## src/core/tqd_defines.svh

```systemverilog
`ifndef TQD_DEFINES_SVH
`define TQD_DEFINES_SVH

// Register byte offsets.
`define TQD_OFS_CTRL 8'h00
`define TQD_OFS_CTRL2 8'h04
`define TQD_OFS_DIV 8'h08
`define TQD_OFS_XSEL 8'h0C
`define TQD_OFS_YSEL 8'h10
`define TQD_OFS_ZSEL 8'h14
`define TQD_OFS_XCNT 8'h18
`define TQD_OFS_YCNT 8'h1C
`define TQD_OFS_ZCNT 8'h20
`define TQD_OFS_EVCNT 8'h24
`define TQD_OFS_IRQST 8'h28
`define TQD_OFS_IRQMSK 8'h2C

// Field positions and widths.
`define TQD_CTRL_EN_LSB 0
`define TQD_CTRL_THR_LSB 8
`define TQD_CTRL_CLR_BIT 16
`define TQD_PIN_W 4
`define TQD_DIV_W 10
`define TQD_STEP_W 16
`define TQD_EVT_W 8

// Reset values.
`define TQD_RST_EN 3'h0
`define TQD_RST_THR 8'h00
`define TQD_RST_MODE 3'h0
`define TQD_RST_DIV 10'h000
`define TQD_RST_SEL 8'h10
`define TQD_RST_MASK 1'h0

// Timing: clock rate and highest sampling rate in MHz, least divider, filter length in samples.
`define TQD_CLK_MHZ 200
`define TQD_SAMPLE_MAX_MHZ 16
`define TQD_MIN_DIV ((`TQD_CLK_MHZ + `TQD_SAMPLE_MAX_MHZ - 1) / `TQD_SAMPLE_MAX_MHZ)
`define TQD_FILT_LEN 3

`endif

```

## src/core/tqd_pkg.sv

```systemverilog
`include "tqd_defines.svh"

package tqd_pkg;

	typedef enum logic
	{
		TQD_MODE_QUAD = 1'b0,
		TQD_MODE_EDGE = 1'b1
	} tqd_mode_t;

	typedef struct packed
	{
		logic [`TQD_PIN_W-1:0] pin_b;
		logic [`TQD_PIN_W-1:0] pin_a;
	} tqd_pinsel_t;

	typedef struct packed
	{
		logic [`TQD_EVT_W-1:0] threshold;
		logic [2:0] enable;
	} tqd_ctrl_t;

endpackage : tqd_pkg

```

## src/core/tqd_top.sv

```systemverilog
// The register offsets and the AXI4-Lite interface to the registers were chosen for this implementation.
`timescale 1ns/1ps
`include "tqd_defines.svh"

// Summary of operation
// - Signed 16-bit step counter per axis.
// - Shared 8-bit counter of edges on enabled axes.
// - Quadrature direction from which channel leads.
// - Per-axis quadrature or every-edge counting.
// - Simultaneous edges count as one event.
// - Filter rejects pulses under three samples.
// - Disabled axis clears its step counter.
// - Event counter counts all modes, once.
// - Divider sets sampling period, max 16 MHz.
// - Low-power system clock bypasses divider.
// - Threshold raises interrupt; counting continues.
// - Software selects pins per axis pair.
// - Write clears pending interrupt, event counter.
// - Counters readable over the bus anytime.
// - Interrupt usable as movement wake-up.
module tqd_top #(
	parameter int NUM_GPIO = 16,
	parameter int ADDR_W = 8
)(
	input wire logic aclk,
	input wire logic aresetn,
	input wire logic clk_en,
	input wire logic [NUM_GPIO-1:0] gpio_in,
	input wire logic low_power_clock,
	input wire logic [ADDR_W-1:0] s_axi_awaddr,
	input wire logic s_axi_awvalid,
	output logic s_axi_awready,
	input wire logic [31:0] s_axi_wdata,
	input wire logic [3:0] s_axi_wstrb,
	input wire logic s_axi_wvalid,
	output logic s_axi_wready,
	output logic [1:0] s_axi_bresp,
	output logic s_axi_bvalid,
	input wire logic s_axi_bready,
	input wire logic [ADDR_W-1:0] s_axi_araddr,
	input wire logic s_axi_arvalid,
	output logic s_axi_arready,
	output logic [31:0] s_axi_rdata,
	output logic [1:0] s_axi_rresp,
	output logic s_axi_rvalid,
	input wire logic s_axi_rready,
	output logic irq
);

	localparam int NPAD = 1 << `TQD_PIN_W;
	localparam logic [`TQD_DIV_W-1:0] MIN_DIV = `TQD_DIV_W'(`TQD_MIN_DIV);

	logic [NUM_GPIO-1:0] s1_q, s2_q, s3_q, pin_q;
	logic [NPAD-1:0] pin_pad;
	tqd_pkg::tqd_ctrl_t ctrl_q;
	tqd_pkg::tqd_mode_t mode_q [3];
	tqd_pkg::tqd_pinsel_t sel_q [3];
	logic [`TQD_DIV_W-1:0] div_q, div_cnt_q, period;
	logic tick;
	logic [5:0] raw, filt_q, filt_d, edge_c;
	logic [`TQD_FILT_LEN-2:0] hist_q [6];
	logic [`TQD_STEP_W-1:0] step_q [3];
	logic [`TQD_EVT_W-1:0] evt_q, evt_inc;
	logic any_edge, evt_clr, thr_hit;
	logic pend_q, pend_d, mask_q;
	logic [ADDR_W-1:0] awaddr_q;
	logic [31:0] wdata_q, wmask, wval, rd_c;
	logic aw_have_q, w_have_q, wr_en, wr_ok, rd_ok;

	// Three-stage pin sampler; a level is accepted when stages two and three agree.
	always_ff @(posedge aclk)
	begin
		if (!aresetn)
		begin
			s1_q <= '0;
			s2_q <= '0;
			s3_q <= '0;
			pin_q <= '0;
		end
		else if (clk_en)
		begin
			s1_q <= gpio_in;
			s2_q <= s1_q;
			s3_q <= s2_q;
			pin_q <= (s2_q & ~(s2_q ^ s3_q)) | (pin_q & (s2_q ^ s3_q));
		end
	end

	assign pin_pad = NPAD'(pin_q);

	// Sampling tick from the programmable divider.
	assign period = (div_q < MIN_DIV) ? MIN_DIV : div_q;
	assign tick = low_power_clock || (div_cnt_q >= period - 1'b1);

	always_ff @(posedge aclk)
	begin
		if (!aresetn)
			div_cnt_q <= '0;
		else if (clk_en)
			div_cnt_q <= tick ? '0 : div_cnt_q + 1'b1;
	end

	// Channel filters and edge detectors, two channels per axis.
	genvar c;
	generate
		for (c = 0; c < 6; c++)
		begin : g_chan
			assign raw[c] = (c % 2 == 0) ? pin_pad[sel_q[c/2].pin_a]
				: pin_pad[sel_q[c/2].pin_b];
			always_comb
			begin
				filt_d[c] = filt_q[c];
				if (tick && (hist_q[c] == {(`TQD_FILT_LEN-1){raw[c]}}))
					filt_d[c] = raw[c];
			end
			assign edge_c[c] = filt_d[c] ^ filt_q[c];
			always_ff @(posedge aclk)
			begin
				if (!aresetn)
				begin
					hist_q[c] <= '0;
					filt_q[c] <= 1'b0;
				end
				else if (clk_en)
				begin
					if (tick)
						hist_q[c] <= {hist_q[c][`TQD_FILT_LEN-3:0], raw[c]};
					filt_q[c] <= filt_d[c];
				end
			end
		end
	endgenerate

	// Per-axis step counters.
	genvar g;
	generate
		for (g = 0; g < 3; g++)
		begin : g_axis
			logic ea, eb, up;
			assign ea = edge_c[2*g];
			assign eb = edge_c[2*g+1];
			assign up = filt_d[2*g] ^ filt_q[2*g+1];
			always_ff @(posedge aclk)
			begin
				if (!aresetn)
					step_q[g] <= '0;
				else if (clk_en)
				begin
					if (!ctrl_q.enable[g])
						step_q[g] <= '0;
					else if (mode_q[g] == tqd_pkg::TQD_MODE_EDGE)
					begin
						if (ea || eb)
							step_q[g] <= step_q[g] + 1'b1;
					end
					else if (ea ^ eb)
					begin
						if (up)
							step_q[g] <= step_q[g] + 1'b1;
						else
							step_q[g] <= step_q[g] - 1'b1;
					end
				end
			end
		end
	endgenerate

	// Shared event counter and threshold interrupt.
	assign any_edge = |(edge_c & {{2{ctrl_q.enable[2]}},
		{2{ctrl_q.enable[1]}}, {2{ctrl_q.enable[0]}}});
	assign evt_inc = (evt_clr ? '0 : evt_q) + 1'b1;
	assign thr_hit = any_edge && (evt_inc == ctrl_q.threshold);

	always_ff @(posedge aclk)
	begin
		if (!aresetn)
			evt_q <= '0;
		else if (clk_en)
		begin
			if (any_edge)
				evt_q <= evt_inc;
			else if (evt_clr)
				evt_q <= '0;
		end
	end

	assign pend_d = thr_hit
		| (pend_q & ~(wr_en && awaddr_q == `TQD_OFS_IRQST && wval[0]));

	always_ff @(posedge aclk)
	begin
		if (!aresetn)
		begin
			pend_q <= 1'b0;
			irq <= 1'b0;
		end
		else if (clk_en)
		begin
			pend_q <= pend_d;
			irq <= pend_d & mask_q;
		end
	end

	// Bus write channels: each is taken one cycle after its valid.
	assign wr_en = aw_have_q && w_have_q && !s_axi_bvalid;
	for (genvar b = 0; b < 4; b++)
	begin : g_strb
		assign wmask[8*b +: 8] = {8{s_axi_wstrb[b]}};
	end

	always_ff @(posedge aclk)
	begin
		if (!aresetn)
		begin
			s_axi_awready <= 1'b0;
			aw_have_q <= 1'b0;
			awaddr_q <= '0;
		end
		else if (clk_en)
		begin
			s_axi_awready <= s_axi_awvalid && !s_axi_awready && !aw_have_q;
			if (s_axi_awvalid && s_axi_awready)
			begin
				aw_have_q <= 1'b1;
				awaddr_q <= {s_axi_awaddr[ADDR_W-1:2], 2'b00};
			end
			else if (wr_en)
				aw_have_q <= 1'b0;
		end
	end

	always_ff @(posedge aclk)
	begin
		if (!aresetn)
		begin
			s_axi_wready <= 1'b0;
			w_have_q <= 1'b0;
			wdata_q <= '0;
		end
		else if (clk_en)
		begin
			s_axi_wready <= s_axi_wvalid && !s_axi_wready && !w_have_q;
			if (s_axi_wvalid && s_axi_wready)
			begin
				w_have_q <= 1'b1;
				wdata_q <= s_axi_wdata;
			end
			else if (wr_en)
				w_have_q <= 1'b0;
		end
	end

	always_comb
	begin
		wr_ok = 1'b1;
		case (awaddr_q)
			`TQD_OFS_CTRL, `TQD_OFS_CTRL2, `TQD_OFS_DIV, `TQD_OFS_XSEL,
			`TQD_OFS_YSEL, `TQD_OFS_ZSEL, `TQD_OFS_IRQST,
			`TQD_OFS_IRQMSK: wr_ok = 1'b1;
			default: wr_ok = 1'b0;
		endcase
	end

	always_ff @(posedge aclk)
	begin
		if (!aresetn)
		begin
			s_axi_bvalid <= 1'b0;
			s_axi_bresp <= 2'b00;
		end
		else if (clk_en)
		begin
			if (wr_en)
			begin
				s_axi_bvalid <= 1'b1;
				s_axi_bresp <= wr_ok ? 2'b00 : 2'b10;
			end
			else if (s_axi_bready)
				s_axi_bvalid <= 1'b0;
		end
	end

	logic [31:0] strb_q;

	always_ff @(posedge aclk)
	begin
		if (!aresetn)
			strb_q <= '0;
		else if (clk_en && s_axi_wvalid && s_axi_wready)
			strb_q <= wmask;
	end
	assign wval = wdata_q & strb_q;

	assign evt_clr = wr_en && awaddr_q == `TQD_OFS_CTRL
		&& wval[`TQD_CTRL_CLR_BIT];

	// Configuration registers.
	always_ff @(posedge aclk)
	begin
		if (!aresetn)
		begin
			ctrl_q.enable <= `TQD_RST_EN;
			ctrl_q.threshold <= `TQD_RST_THR;
		end
		else if (clk_en && wr_en && awaddr_q == `TQD_OFS_CTRL)
		begin
			ctrl_q.enable <= (ctrl_q.enable & ~strb_q[2:0]) | wval[2:0];
			ctrl_q.threshold <= (ctrl_q.threshold
				& ~strb_q[`TQD_CTRL_THR_LSB +: `TQD_EVT_W])
				| wval[`TQD_CTRL_THR_LSB +: `TQD_EVT_W];
		end
	end

	always_ff @(posedge aclk)
	begin
		if (!aresetn)
		begin
			for (int i = 0; i < 3; i++)
			begin
				mode_q[i] <= tqd_pkg::tqd_mode_t'(`TQD_RST_MODE >> i);
				sel_q[i] <= `TQD_RST_SEL;
			end
		end
		else if (clk_en && wr_en)
		begin
			for (int i = 0; i < 3; i++)
			begin
				if (awaddr_q == `TQD_OFS_CTRL2 && strb_q[0])
					mode_q[i] <= tqd_pkg::tqd_mode_t'(wval[i]);
				if (awaddr_q == ADDR_W'(`TQD_OFS_XSEL + 4 * i) && strb_q[0])
					sel_q[i] <= wval[7:0];
			end
		end
	end

	always_ff @(posedge aclk)
	begin
		if (!aresetn)
		begin
			div_q <= `TQD_RST_DIV;
			mask_q <= `TQD_RST_MASK;
		end
		else if (clk_en && wr_en)
		begin
			if (awaddr_q == `TQD_OFS_DIV)
				div_q <= (div_q & ~strb_q[`TQD_DIV_W-1:0])
					| wval[`TQD_DIV_W-1:0];
			if (awaddr_q == `TQD_OFS_IRQMSK && strb_q[0])
				mask_q <= wval[0];
		end
	end

	// Read channel; counters are readable at any time.
	always_comb
	begin
		rd_c = '0;
		rd_ok = 1'b1;
		case ({s_axi_araddr[ADDR_W-1:2], 2'b00})
			`TQD_OFS_CTRL: rd_c = {16'h0, ctrl_q.threshold, 5'h0, ctrl_q.enable};
			`TQD_OFS_CTRL2: rd_c = {29'h0, mode_q[2], mode_q[1], mode_q[0]};
			`TQD_OFS_DIV: rd_c = {22'h0, div_q};
			`TQD_OFS_XSEL: rd_c = {24'h0, sel_q[0]};
			`TQD_OFS_YSEL: rd_c = {24'h0, sel_q[1]};
			`TQD_OFS_ZSEL: rd_c = {24'h0, sel_q[2]};
			`TQD_OFS_XCNT: rd_c = {16'h0, step_q[0]};
			`TQD_OFS_YCNT: rd_c = {16'h0, step_q[1]};
			`TQD_OFS_ZCNT: rd_c = {16'h0, step_q[2]};
			`TQD_OFS_EVCNT: rd_c = {24'h0, evt_q};
			`TQD_OFS_IRQST: rd_c = {31'h0, pend_q};
			`TQD_OFS_IRQMSK: rd_c = {31'h0, mask_q};
			default: rd_ok = 1'b0;
		endcase
	end

	always_ff @(posedge aclk)
	begin
		if (!aresetn)
		begin
			s_axi_arready <= 1'b0;
			s_axi_rvalid <= 1'b0;
			s_axi_rdata <= '0;
			s_axi_rresp <= 2'b00;
		end
		else if (clk_en)
		begin
			s_axi_arready <= s_axi_arvalid && !s_axi_arready && !s_axi_rvalid;
			if (s_axi_arvalid && s_axi_arready)
			begin
				s_axi_rvalid <= 1'b1;
				s_axi_rdata <= rd_c;
				s_axi_rresp <= rd_ok ? 2'b00 : 2'b10;
			end
			else if (s_axi_rready)
				s_axi_rvalid <= 1'b0;
		end
	end

endmodule : tqd_top

```

## config.mk

```make
export PLATFORM = sky130hd
export DESIGN_NAME = tqd_top
export DESIGN_NICKNAME = d
export VERILOG_FILES = /design/src/core/tqd_pkg.sv /design/src/core/tqd_top.sv
export VERILOG_INCLUDE_DIRS = /design/src /design/src/core
export SDC_FILE = /design/constraint.sdc
export NUM_CORES = 1
export LEC_CHECK = 0
export ABC_AREA = 0
export BUFFER_PORTS_ARGS = -buffer_cell sky130_fd_sc_hd__buf_2
export CORE_UTILIZATION = 40
export CTS_CLUSTER_DIAMETER = 100
export CTS_CLUSTER_SIZE = 14
export DETAILED_ROUTE_END_ITERATION = 6
export GPL_ROUTABILITY_DRIVEN = 0
export PLACE_DENSITY = 0.61
export SLEW_MARGIN = 20
export SYNTH_ARGS = -nofsm -noshare
export SYNTH_HDL_FRONTEND = slang
export SYNTH_SLANG_ARGS = --single-unit
```

## constraint.sdc

```tcl
create_clock -name aclk -period 5.6 [get_ports aclk]
set_clock_uncertainty 0.05 [all_clocks]
set_input_delay 1.4 -clock aclk [delete_from_list [all_inputs] [get_ports aclk]]
set_output_delay 1.4 -clock aclk [all_outputs]
set_load 0.02 [all_outputs]
```

==> results of run 1 <==
## worst min path at each step
| stage | from | to | cells past startpoint |
|---|---|---|---|
| after global placement | wdata_q[11] | wdata_q[11] | 2 |
| after global routing | wdata_q[11] | wdata_q[11] | 2 |
| after detailed placement | wdata_q[11] | wdata_q[11] | 2 |
| after floorplan | wdata_q[10] | wdata_q[10] | 2 |
| final | wdata_q[12] | wdata_q[12] | 2 |
| after CTS | wdata_q[11] | wdata_q[11] | 2 |
## logic make-up (layout without fill, tap and decap cells)
group	count (synthesis)	after routing	share of synthesized area [%]
other	1	18	0.0266
XOR/XNOR	44	44	2.73
flip-flops	250	250	41.7
multiplexers	124	124	12.2
AO/OA/AOI/OAI	337	337	16.6
buffers and inverters	130	177	4.08
AND/OR/NAND/NOR	565	565	20.7
adder cells (fa/ha/maj)	22	22	1.95
## routing by layer
| metal | global-route usage (%) | up-vias | wire (um) |
|---|---|---|---|
| met1 | 29.1 | 5443 | 16800 |
| li1 | - | 5489 | - |
| met3 | 2.71 | 56 | 2550 |
| met2 | 32.0 | 384 | 16500 |
| met4 | 5.37 | 2 | 834 |
| met5 | 0 | - | 10 |
## power breakdown
part | leakage (nW) | internal (mW) | total, mW | switching, mW
sequential | 2.24 | 1.95 | 2.05 | 0.102
clock | 0.283 | 0.710 | 1.39 | 0.677
combinational | 3.30 | 0.132 | 0.295 | 0.162
total | 5.83 | 2.79 | 3.74 | 0.941
## Yosys cell counts, drive strengths merged (5+ instances only)
library cell / count / area share (%)
mux2i: 83 / 5.9
clkbuf: 70 / 1.9
a21o: 19 / 1.0
xor2: 21 / 1.3
o22ai: 8 / 0.40
dfxtp: 163 / 23
nand3b: 8 / 0.43
a221oi: 8 / 0.50
edfxtp: 87 / 19
ha: 22 / 2.0
buf: 32 / 1.5
nand2b: 11 / 0.49
mux4: 38 / 6.1
nor2: 76 / 2.0
nand4: 10 / 0.44
and2: 18 / 0.81
o21a: 12 / 0.64
nand3: 47 / 1.7
xnor2: 23 / 1.4
or3: 35 / 1.7
nor2b: 101 / 4.5
a21oi: 67 / 2.4
a222oi: 11 / 0.78
nand2: 162 / 4.3
nor3: 31 / 1.2
inv: 28 / 0.75
o21ai: 53 / 1.9
and3: 46 / 2.0
a22oi: 25 / 1.3
nor4: 5 / 0.22
a21boi: 46 / 2.4
a211oi: 15 / 0.80
a31oi: 25 / 1.2
o31ai: 6 / 0.32
## area by class of cell
class                   instances  share of cell area [%]
multi-input cells            1110                    49.7
flip-flops and latches        250                    37.7
repair buffers                115                    4.49
clock buffers                  33                    3.72
well taps                     455                    3.65
inverters                      28                   0.674
clock inverters                 1                  0.0561
## what timing repair did
action | in CTS | in global routing
gates resized for setup | 0 | 7
buffers inserted | 0 | 0
setup endpoints to repair | 0 | 33
## critical path, delay by kind of cell, from the launching register on
kind / cells / cell delay, ps
AO/OA/AOI/OAI: 7 / 1160
buffers and inverters: 1 / 160
adder cells (fa/ha/maj): 3 / 780
XOR/XNOR: 1 / 120
flip-flops: 1 / 320
AND/OR/NAND/NOR: 11 / 2280
## cell usage in the layout, fill, tap and decap left out, types with 27 or more instances in the layout
master	n
mux2i_1	83
mux4_2	38
nor3_1	28
nand2_1	160
inv_1	27
a21boi_0	42
nor2b_1	101
edfxtp_1	87
nand3_1	47
or3_1	31
nor2_1	74
and3_1	45
o21ai_0	33
a21oi_1	67
buf_2	78
dfxtp_1	163
buf_4	35
==> flow_summary.json, run 1 <==
{
  "power.density_nw_per_um2": 239,
  "cp_slowest_stage_delay_ps": 380,
  "pre_cts_slack_ps": 199,
  "end_kind": "flip-flop",
  "cts_hold_buffers": 0,
  "vias": 11400,
  "hpwl_mm": 26.2,
  "grt_pass1_wl_mm": 58.3,
  "fin_ws_ps": 461,
  "r2r_end": "step_q[1][13]",
  "avgRoutedWirePerCell_um": 18.4,
  "fmax_mhz": 195,
  "dpl_cell_area_sq_um": 14900,
  "grt_max_degree": 133,
  "final_cells": 1992,
  "cts_sinks": 250,
  "die_area_sq_um": 36000,
  "numPortBuffers": 80,
  "synth_top_flop_cell": "dfxtp_1",
  "setup_viol": 0,
  "final_hold_viol_count": 0,
  "detail_route.iter0.violations": 989,
  "drc": 0,
  "timing.hold.ws_ps": 417,
  "min_period_ps": 5140,
  "worst-setup-path-type": "reg2reg",
  "area_growth_pct": 10.6,
  "drv_cap": 0,
  "synth-seq-cells": 250,
  "die_x_um": 190,
  "synth_warnings": 0,
  "routed_wl_mm": 36.6,
  "drive_above_1_share_pct": 13.2,
  "first_global_vias": 10600,
  "postLayoutCellArea_sq_um": 15600,
  "via_per_inst": 5.71,
  "worstMarginPinSlew_ps": 1060,
  "endpoint": "step_q[1][13]",
  "cts-root-buf": "clkbuf_16",
  "finalSetupTns_ps": 0,
  "drv_slew": 0,
  "multi_input_area_sq_um": 7760,
  "dr.pass1.iters": 5,
  "cp_cell_sequence": "nor4_2, buf_4, and3_2, nand2b_1, ha_1, nand3b_1, or2_2, nor4_2, xnor2_1, ha_1, o21ai_0, o21ai_1, a21o_1, nand2_1, ha_1, or3b_1, or3_1, a221oi_2, a41oi_4, nand2_4, nor2_4, a221oi_1, a31oi_1",
  "ff2ff_setup_slack_ps": 460,
  "n_fill_cell": 3240,
  "core_sq_um": 34600,
  "synth_edf_count": 87,
  "status": "completed",
  "critPathMostFrequentCell": "ha_1",
  "hp-class": "reg2reg",
  "cp_max_fo": 15,
  "initial_utilization_pct": 40.7,
  "seq_area_frac_synth_pct": 41.7,
  "nets": 1625,
  "path_clk_slew_ps": 70,
  "gr-total-overflow": 0,
  "peakVddDrop_mv": 0.200,
  "final_util_pct": 45.0,
  "antenna_found_initial": 2,
  "htreeDepth": 1,
  "fin_total_pwr_mw": 3.74,
  "arrival_ps": 5350,
  "r2r_cells": 23,
  "start_kind": "flip-flop",
  "yosysUniqueCellTypes": 79,
  "grt_usage_pct": 20.3,
  "synth-async-reset-ratio_pct": 0,
  "io_pins": 119,
  "rsz0062_at_grt": "false",
  "dp_cells": 1957,
  "synthCells": 1473,
  "antenna_cells": 0,
  "ant_nets": 0,
  "slowest_stage": "or3b_1",
  "clk_latency_ps": 530,
  "cts_made_buffers": 21,
  "cts_tree": "yes",
  "syn_area_sq_um": 14100,
  "rows": 68,
  "syn_area_per_cell_sq_um": 9.57,
  "cts_buffer_depth": 3,
  "p_leak_nw": 5.83,
  "period_share_pct": 91.8,
  "dieHeight_um": 190,
  "slew_headroom_pct": 29.4,
  "register_area_sq_um": 5880,
  "critical_path_required_ps": 5810
}
Note: power is estimated with default switching activity, not from simulation.
==> run 2: changes to the inputs <==
- RECOVER_POWER: unset -> 25
==> flow_summary.json, run 2 (synthesized netlist as in run 1, its figures left out) <==
{
  "hp-class": "reg2reg",
  "cp_slowest_stage_delay_ps": 380,
  "die_area_sq_um": 36000,
  "finalSetupTns_ps": 0,
  "rsz0062_at_grt": "false",
  "power.density_nw_per_um2": 240,
  "arrival_ps": 5360,
  "cts-root-buf": "clkbuf_16",
  "period_share_pct": 91.9,
  "ant_nets": 0,
  "ff2ff_setup_slack_ps": 460,
  "min_period_ps": 5140,
  "final_util_pct": 44.9,
  "pwr-share-clk_pct": 37.1,
  "area_growth_pct": 10.2,
  "postLayoutCellArea_sq_um": 15500,
  "switchingPower_uw": 942,
  "clk_latency_ps": 530,
  "start_kind": "flip-flop",
  "avgRoutedWirePerCell_um": 18.4,
  "vias": 11300,
  "peakVddDrop_mv": 0.200,
  "cts_tree": "yes",
  "setup_viol": 0,
  "nets": 1625,
  "critical_path_required_ps": 5810,
  "via_per_inst": 5.69,
  "rows": 68,
  "drv_cap": 2,
  "violations": "capacitance limit, slew limit",
  "htreeDepth": 1,
  "drive_above_1_share_pct": 11.5,
  "io_pins": 119,
  "r2r_cells": 23,
  "p_leak_nw": 5.70,
  "holdCritStartpoint": "wdata_q[12]",
  "final_hold_viol_count": 0,
  "drv_slew": 83,
  "power.share.combinational_pct": 7.9,
  "worst-setup-path-type": "reg2reg",
  "slowest_stage": "or3b_1",
  "core_sq_um": 34600,
  "grt_max_degree": 133,
  "crit_family": "simple AND/OR/NAND/NOR gates",
  "first_global_vias": 10600,
  "layout_commonest_cell": "dfxtp_1",
  "cp.depth": 23,
  "swShare_pct": 25.2,
  "initial_utilization_pct": 40.7,
  "grt_pass1_wl_mm": 58.3,
  "hold_depth": 2,
  "final_cell_mix": "dfxtp_1, nand2_1, nor2b_1, edfxtp_1, mux2i_1",
  "grt_usage_pct": 20.3,
  "detail_route.iter0.violations": 1073,
  "cts_made_buffers": 21,
  "seqPwrFrac_pct": 55.0,
  "dieHeight_um": 190,
  "numPortBuffers": 80,
  "min_to": "wdata_q[12]",
  "worstMarginPinSlew_ps": 1660,
  "end_kind": "flip-flop",
  "cts_sinks": 250,
  "hpwl_mm": 26.2,
  "crit_buf_inv": 1,
  "drc": 0,
  "p_int_mw": 2.79,
  "critPathMostFrequentCell": "ha_1",
  "antenna_found_initial": 1,
  "die_x_um": 190,
  "timing.hold.ws_ps": 422,
  "status": "finished with violations",
  "routed_wl_mm": 36.6,
  "gr-total-overflow": 0,
  "dpl_cell_area_sq_um": 14900,
  "cts_buffer_depth": 3,
  "cp_cell_sequence": "nor4_2, buf_4, and3_2, nand2b_1, ha_1, nand3b_1, or2_2, nor4_2, xnor2_1, ha_1, o21ai_0, o21ai_1, a21o_1, nand2_1, ha_1, or3b_1, or3_1, a221oi_2, a41oi_4, nand2_4, nor2_4, a221oi_1, a31oi_1",
  "path_clk_slew_ps": 70,
  "fmax_mhz": 194,
  "slew_headroom_pct": -11.0,
  "cp_max_fo": 15,
  "r2r_end": "step_q[1][13]",
  "dr.pass1.iters": 7
}
## run 2: worst min-delay path, stage by stage (launching register included)
cell	delay (ps)
dfxtp_1	310
nand2_1	50
a21boi_0	60
## run 2: worst max path at each step
| stage | to |
|---|---|
| finish | step_q[1][13] |
| global route | step_q[1][2] |
| CTS | step_q[1][3] |
| detailed placement | step_q[1][3] |
| global placement | step_q[1][13] |
| floorplan | step_q[1][2] |
## run 2: repair_timing
item,CTS,global route
hold buffers,0,0
gates resized for setup,0,7
buffers inserted,0,0
endpoints found under the setup margin,0,33
## run 2: layer usage
| metal | wire [um] | vias to the layer above | GRT usage, % |
|---|---|---|---|
| met2 | 16400 | 353 | 32.0 |
| met3 | 2680 | 55 | 2.71 |
| met5 | 0 | - | 0 |
| met4 | 903 | 0 | 5.37 |
| li1 | - | 5489 | - |
| met1 | 16600 | 5438 | 29.1 |
## run 2: per-stage QoR
stage | std cells | total power [mW] | setup WS (ps)
floorplan | 1490 | 2.29 | 15.7
global placement | 1957 | 2.37 | 319
detailed placement | 1957 | 2.38 | 199
CTS | 1991 | 3.77 | 201
global route | 1992 | 3.89 | 48.4
finish | 1993 | 3.73 | 456
## run 2: cell type report
type	count	area, sq um
clock buffer	33	581
clock inverter	1	8.76
multi-input combinational	1110	7760
fill	3258	19100
antenna	1	2.50
timing repair buffer	115	639
tap	455	569
inverter	28	105
sequential	250	5880
## run 2: power by group through the flow
stage	registers [mW]	logic, mW	clock network [mW]
floorplan	2.05	0.238	0
global placement	2.09	0.287	0
detailed placement	2.09	0.293	0
CTS	2.05	0.294	1.42
global route	2.06	0.326	1.49
finish	2.05	0.293	1.39
==> run 3: changes to the inputs <==
- PLACE_DENSITY: 0.61 -> 0.66
==> flow_summary.json, run 3 (synthesized netlist as in run 1, its figures left out) <==
{
  "hp-class": "reg2reg",
  "timing.hold.ws_ps": 421,
  "cp_cell_sequence": "nor4_4, and3_4, nand2b_1, ha_1, nand3b_1, or2_2, nor4_2, xnor2_1, ha_1, o21ai_0, o21ai_1, a21o_1, nand2_1, ha_1, or3b_1, or3_1, a221oi_2, a41oi_4, nand2_2, buf_8, nor4_1, o21ai_1, nand4_1",
  "gr-total-overflow": 0,
  "cp_max_fo": 32,
  "critPathMostFrequentCell": "ha_1",
  "ant_nets": 0,
  "swShare_pct": 25.0,
  "die_x_um": 190,
  "final_util_pct": 44.8,
  "cts-root-buf": "clkbuf_16",
  "htreeDepth": 1,
  "layout_commonest_cell": "dfxtp_1",
  "numPortBuffers": 80,
  "peakVddDrop_mv": 0.235,
  "cp_slowest_stage_delay_ps": 370,
  "critical_path_required_ps": 5840,
  "power.density_nw_per_um2": 241,
  "clk_latency_ps": 530,
  "n_fill_cell": 3272,
  "min_period_ps": 5260,
  "routed_wl_mm": 36.5,
  "grt_usage_pct": 20.1,
  "via_per_inst": 5.82,
  "worst-setup-path-type": "reg2reg",
  "fmax_mhz": 190,
  "fin_total_pwr_mw": 3.74,
  "period_share_pct": 94.0,
  "arrival_ps": 5500,
  "p_int_mw": 2.80,
  "power.share.combinational_pct": 7.9,
  "io_pins": 119,
  "pre_cts_slack_ps": 11.3,
  "violations": "capacitance limit, slew limit",
  "nets": 1619,
  "fin_ws_ps": 336,
  "die_area_sq_um": 36000,
  "avgRoutedWirePerCell_um": 18.3,
  "drv_slew": 129,
  "start_kind": "flip-flop",
  "antenna_found_initial": 2,
  "worstMarginPinSlew_ps": 1970,
  "final_cell_mix": "dfxtp_1, nand2_1, nor2b_1, edfxtp_1, mux2i_1",
  "first_global_vias": 10900,
  "area_growth_pct": 10.0,
  "grt_pass1_wl_mm": 57.8,
  "cts_buffer_depth": 3,
  "path_clk_slew_ps": 80,
  "cts_made_buffers": 21,
  "vias": 11600,
  "p_leak_nw": 5.69,
  "drv_cap": 3,
  "cts_hold_buffers": 0,
  "pwr-share-clk_pct": 37.1,
  "drc": 0,
  "slowest_stage": "dfxtp_2",
  "slew_headroom_pct": -31.2,
  "cts_tree": "yes",
  "dieHeight_um": 190,
  "initial_utilization_pct": 40.7,
  "status": "finished with violations",
  "rows": 68,
  "antenna_cells": 0,
  "setup_viol": 0,
  "seqPwrFrac_pct": 55.0,
  "hpwl_mm": 26.1,
  "detail_route.iter0.violations": 1031,
  "final_hold_viol_count": 0,
  "drive_above_1_share_pct": 11.2,
  "switchingPower_uw": 936,
  "cts_sinks": 250,
  "end_kind": "flip-flop",
  "core_sq_um": 34600,
  "dr.pass1.iters": 6,
  "grt_max_degree": 94
}
==> run 3: what timing repair did <==
item / in CTS / in global routing
endpoints found under the setup margin: 0 / 33
gates resized for setup: 0 / 13
buffers inserted: 0 / 1
==> run 3: area by class of cell <==
class | count | area, sq um | area share (%)
repair buffers | 109 | 583 | 3.76
clock inverters | 1 | 8.76 | 0.0565
inverters | 28 | 105 | 0.677
multi-input cells | 1110 | 7780 | 50.1
well taps | 455 | 569 | 3.67
flip-flops and latches | 250 | 5880 | 37.9
clock buffers | 36 | 592 | 3.81
==> run 3: worst paths after layout <==
kind,start,end,slack (ps),depth (start not counted)
max,flip-flop,step_q[1][4],340,23
min,wdata_q[13],wdata_q[13],420,2
max reg2reg,flip-flop,step_q[1][4],340,23
min reg2reg,wdata_q[13],wdata_q[13],420,2
==> run 3: worst max-delay path: cells and delay by family (launching register included) <==
kind            cells  cell delay (ps)
fa+ha+maj           3              770
xor+xnor            1              110
compound gates      6             1040
flops               1              370
buf+inv             1              220
simple gates       12             2450
==> run 3: through the flow <==
stage	TNS [ps]	area (sq um)	instances
final	0	15500	1989
after global routing	-376	15500	1989
after CTS	0	15500	1988
after detailed placement	0	14900	1951
after global placement	0	14900	1951
after floorplan	0	14200	1490
==> run 3: power groups by stage <==
| stage | sequential (mW) | clock, mW | combinational, mW |
|---|---|---|---|
| 4_1_cts | 2.05 | 1.42 | 0.292 |
| 5_1_grt | 2.07 | 1.48 | 0.326 |
| 3_5_place_dp | 2.09 | 0 | 0.292 |
| 2_1_floorplan | 2.05 | 0 | 0.238 |
| 6_report | 2.06 | 1.39 | 0.296 |
| 3_3_place_gp | 2.09 | 0 | 0.284 |
==> run 3: layer usage <==
layer	wire length, um	GRT usage (%)	part of all wire, %
met5	23	0	0.063
met1	16000	27.3	44
met4	955	6.39	2.6
met3	2960	3.50	8.1
met2	16600	32.4	45
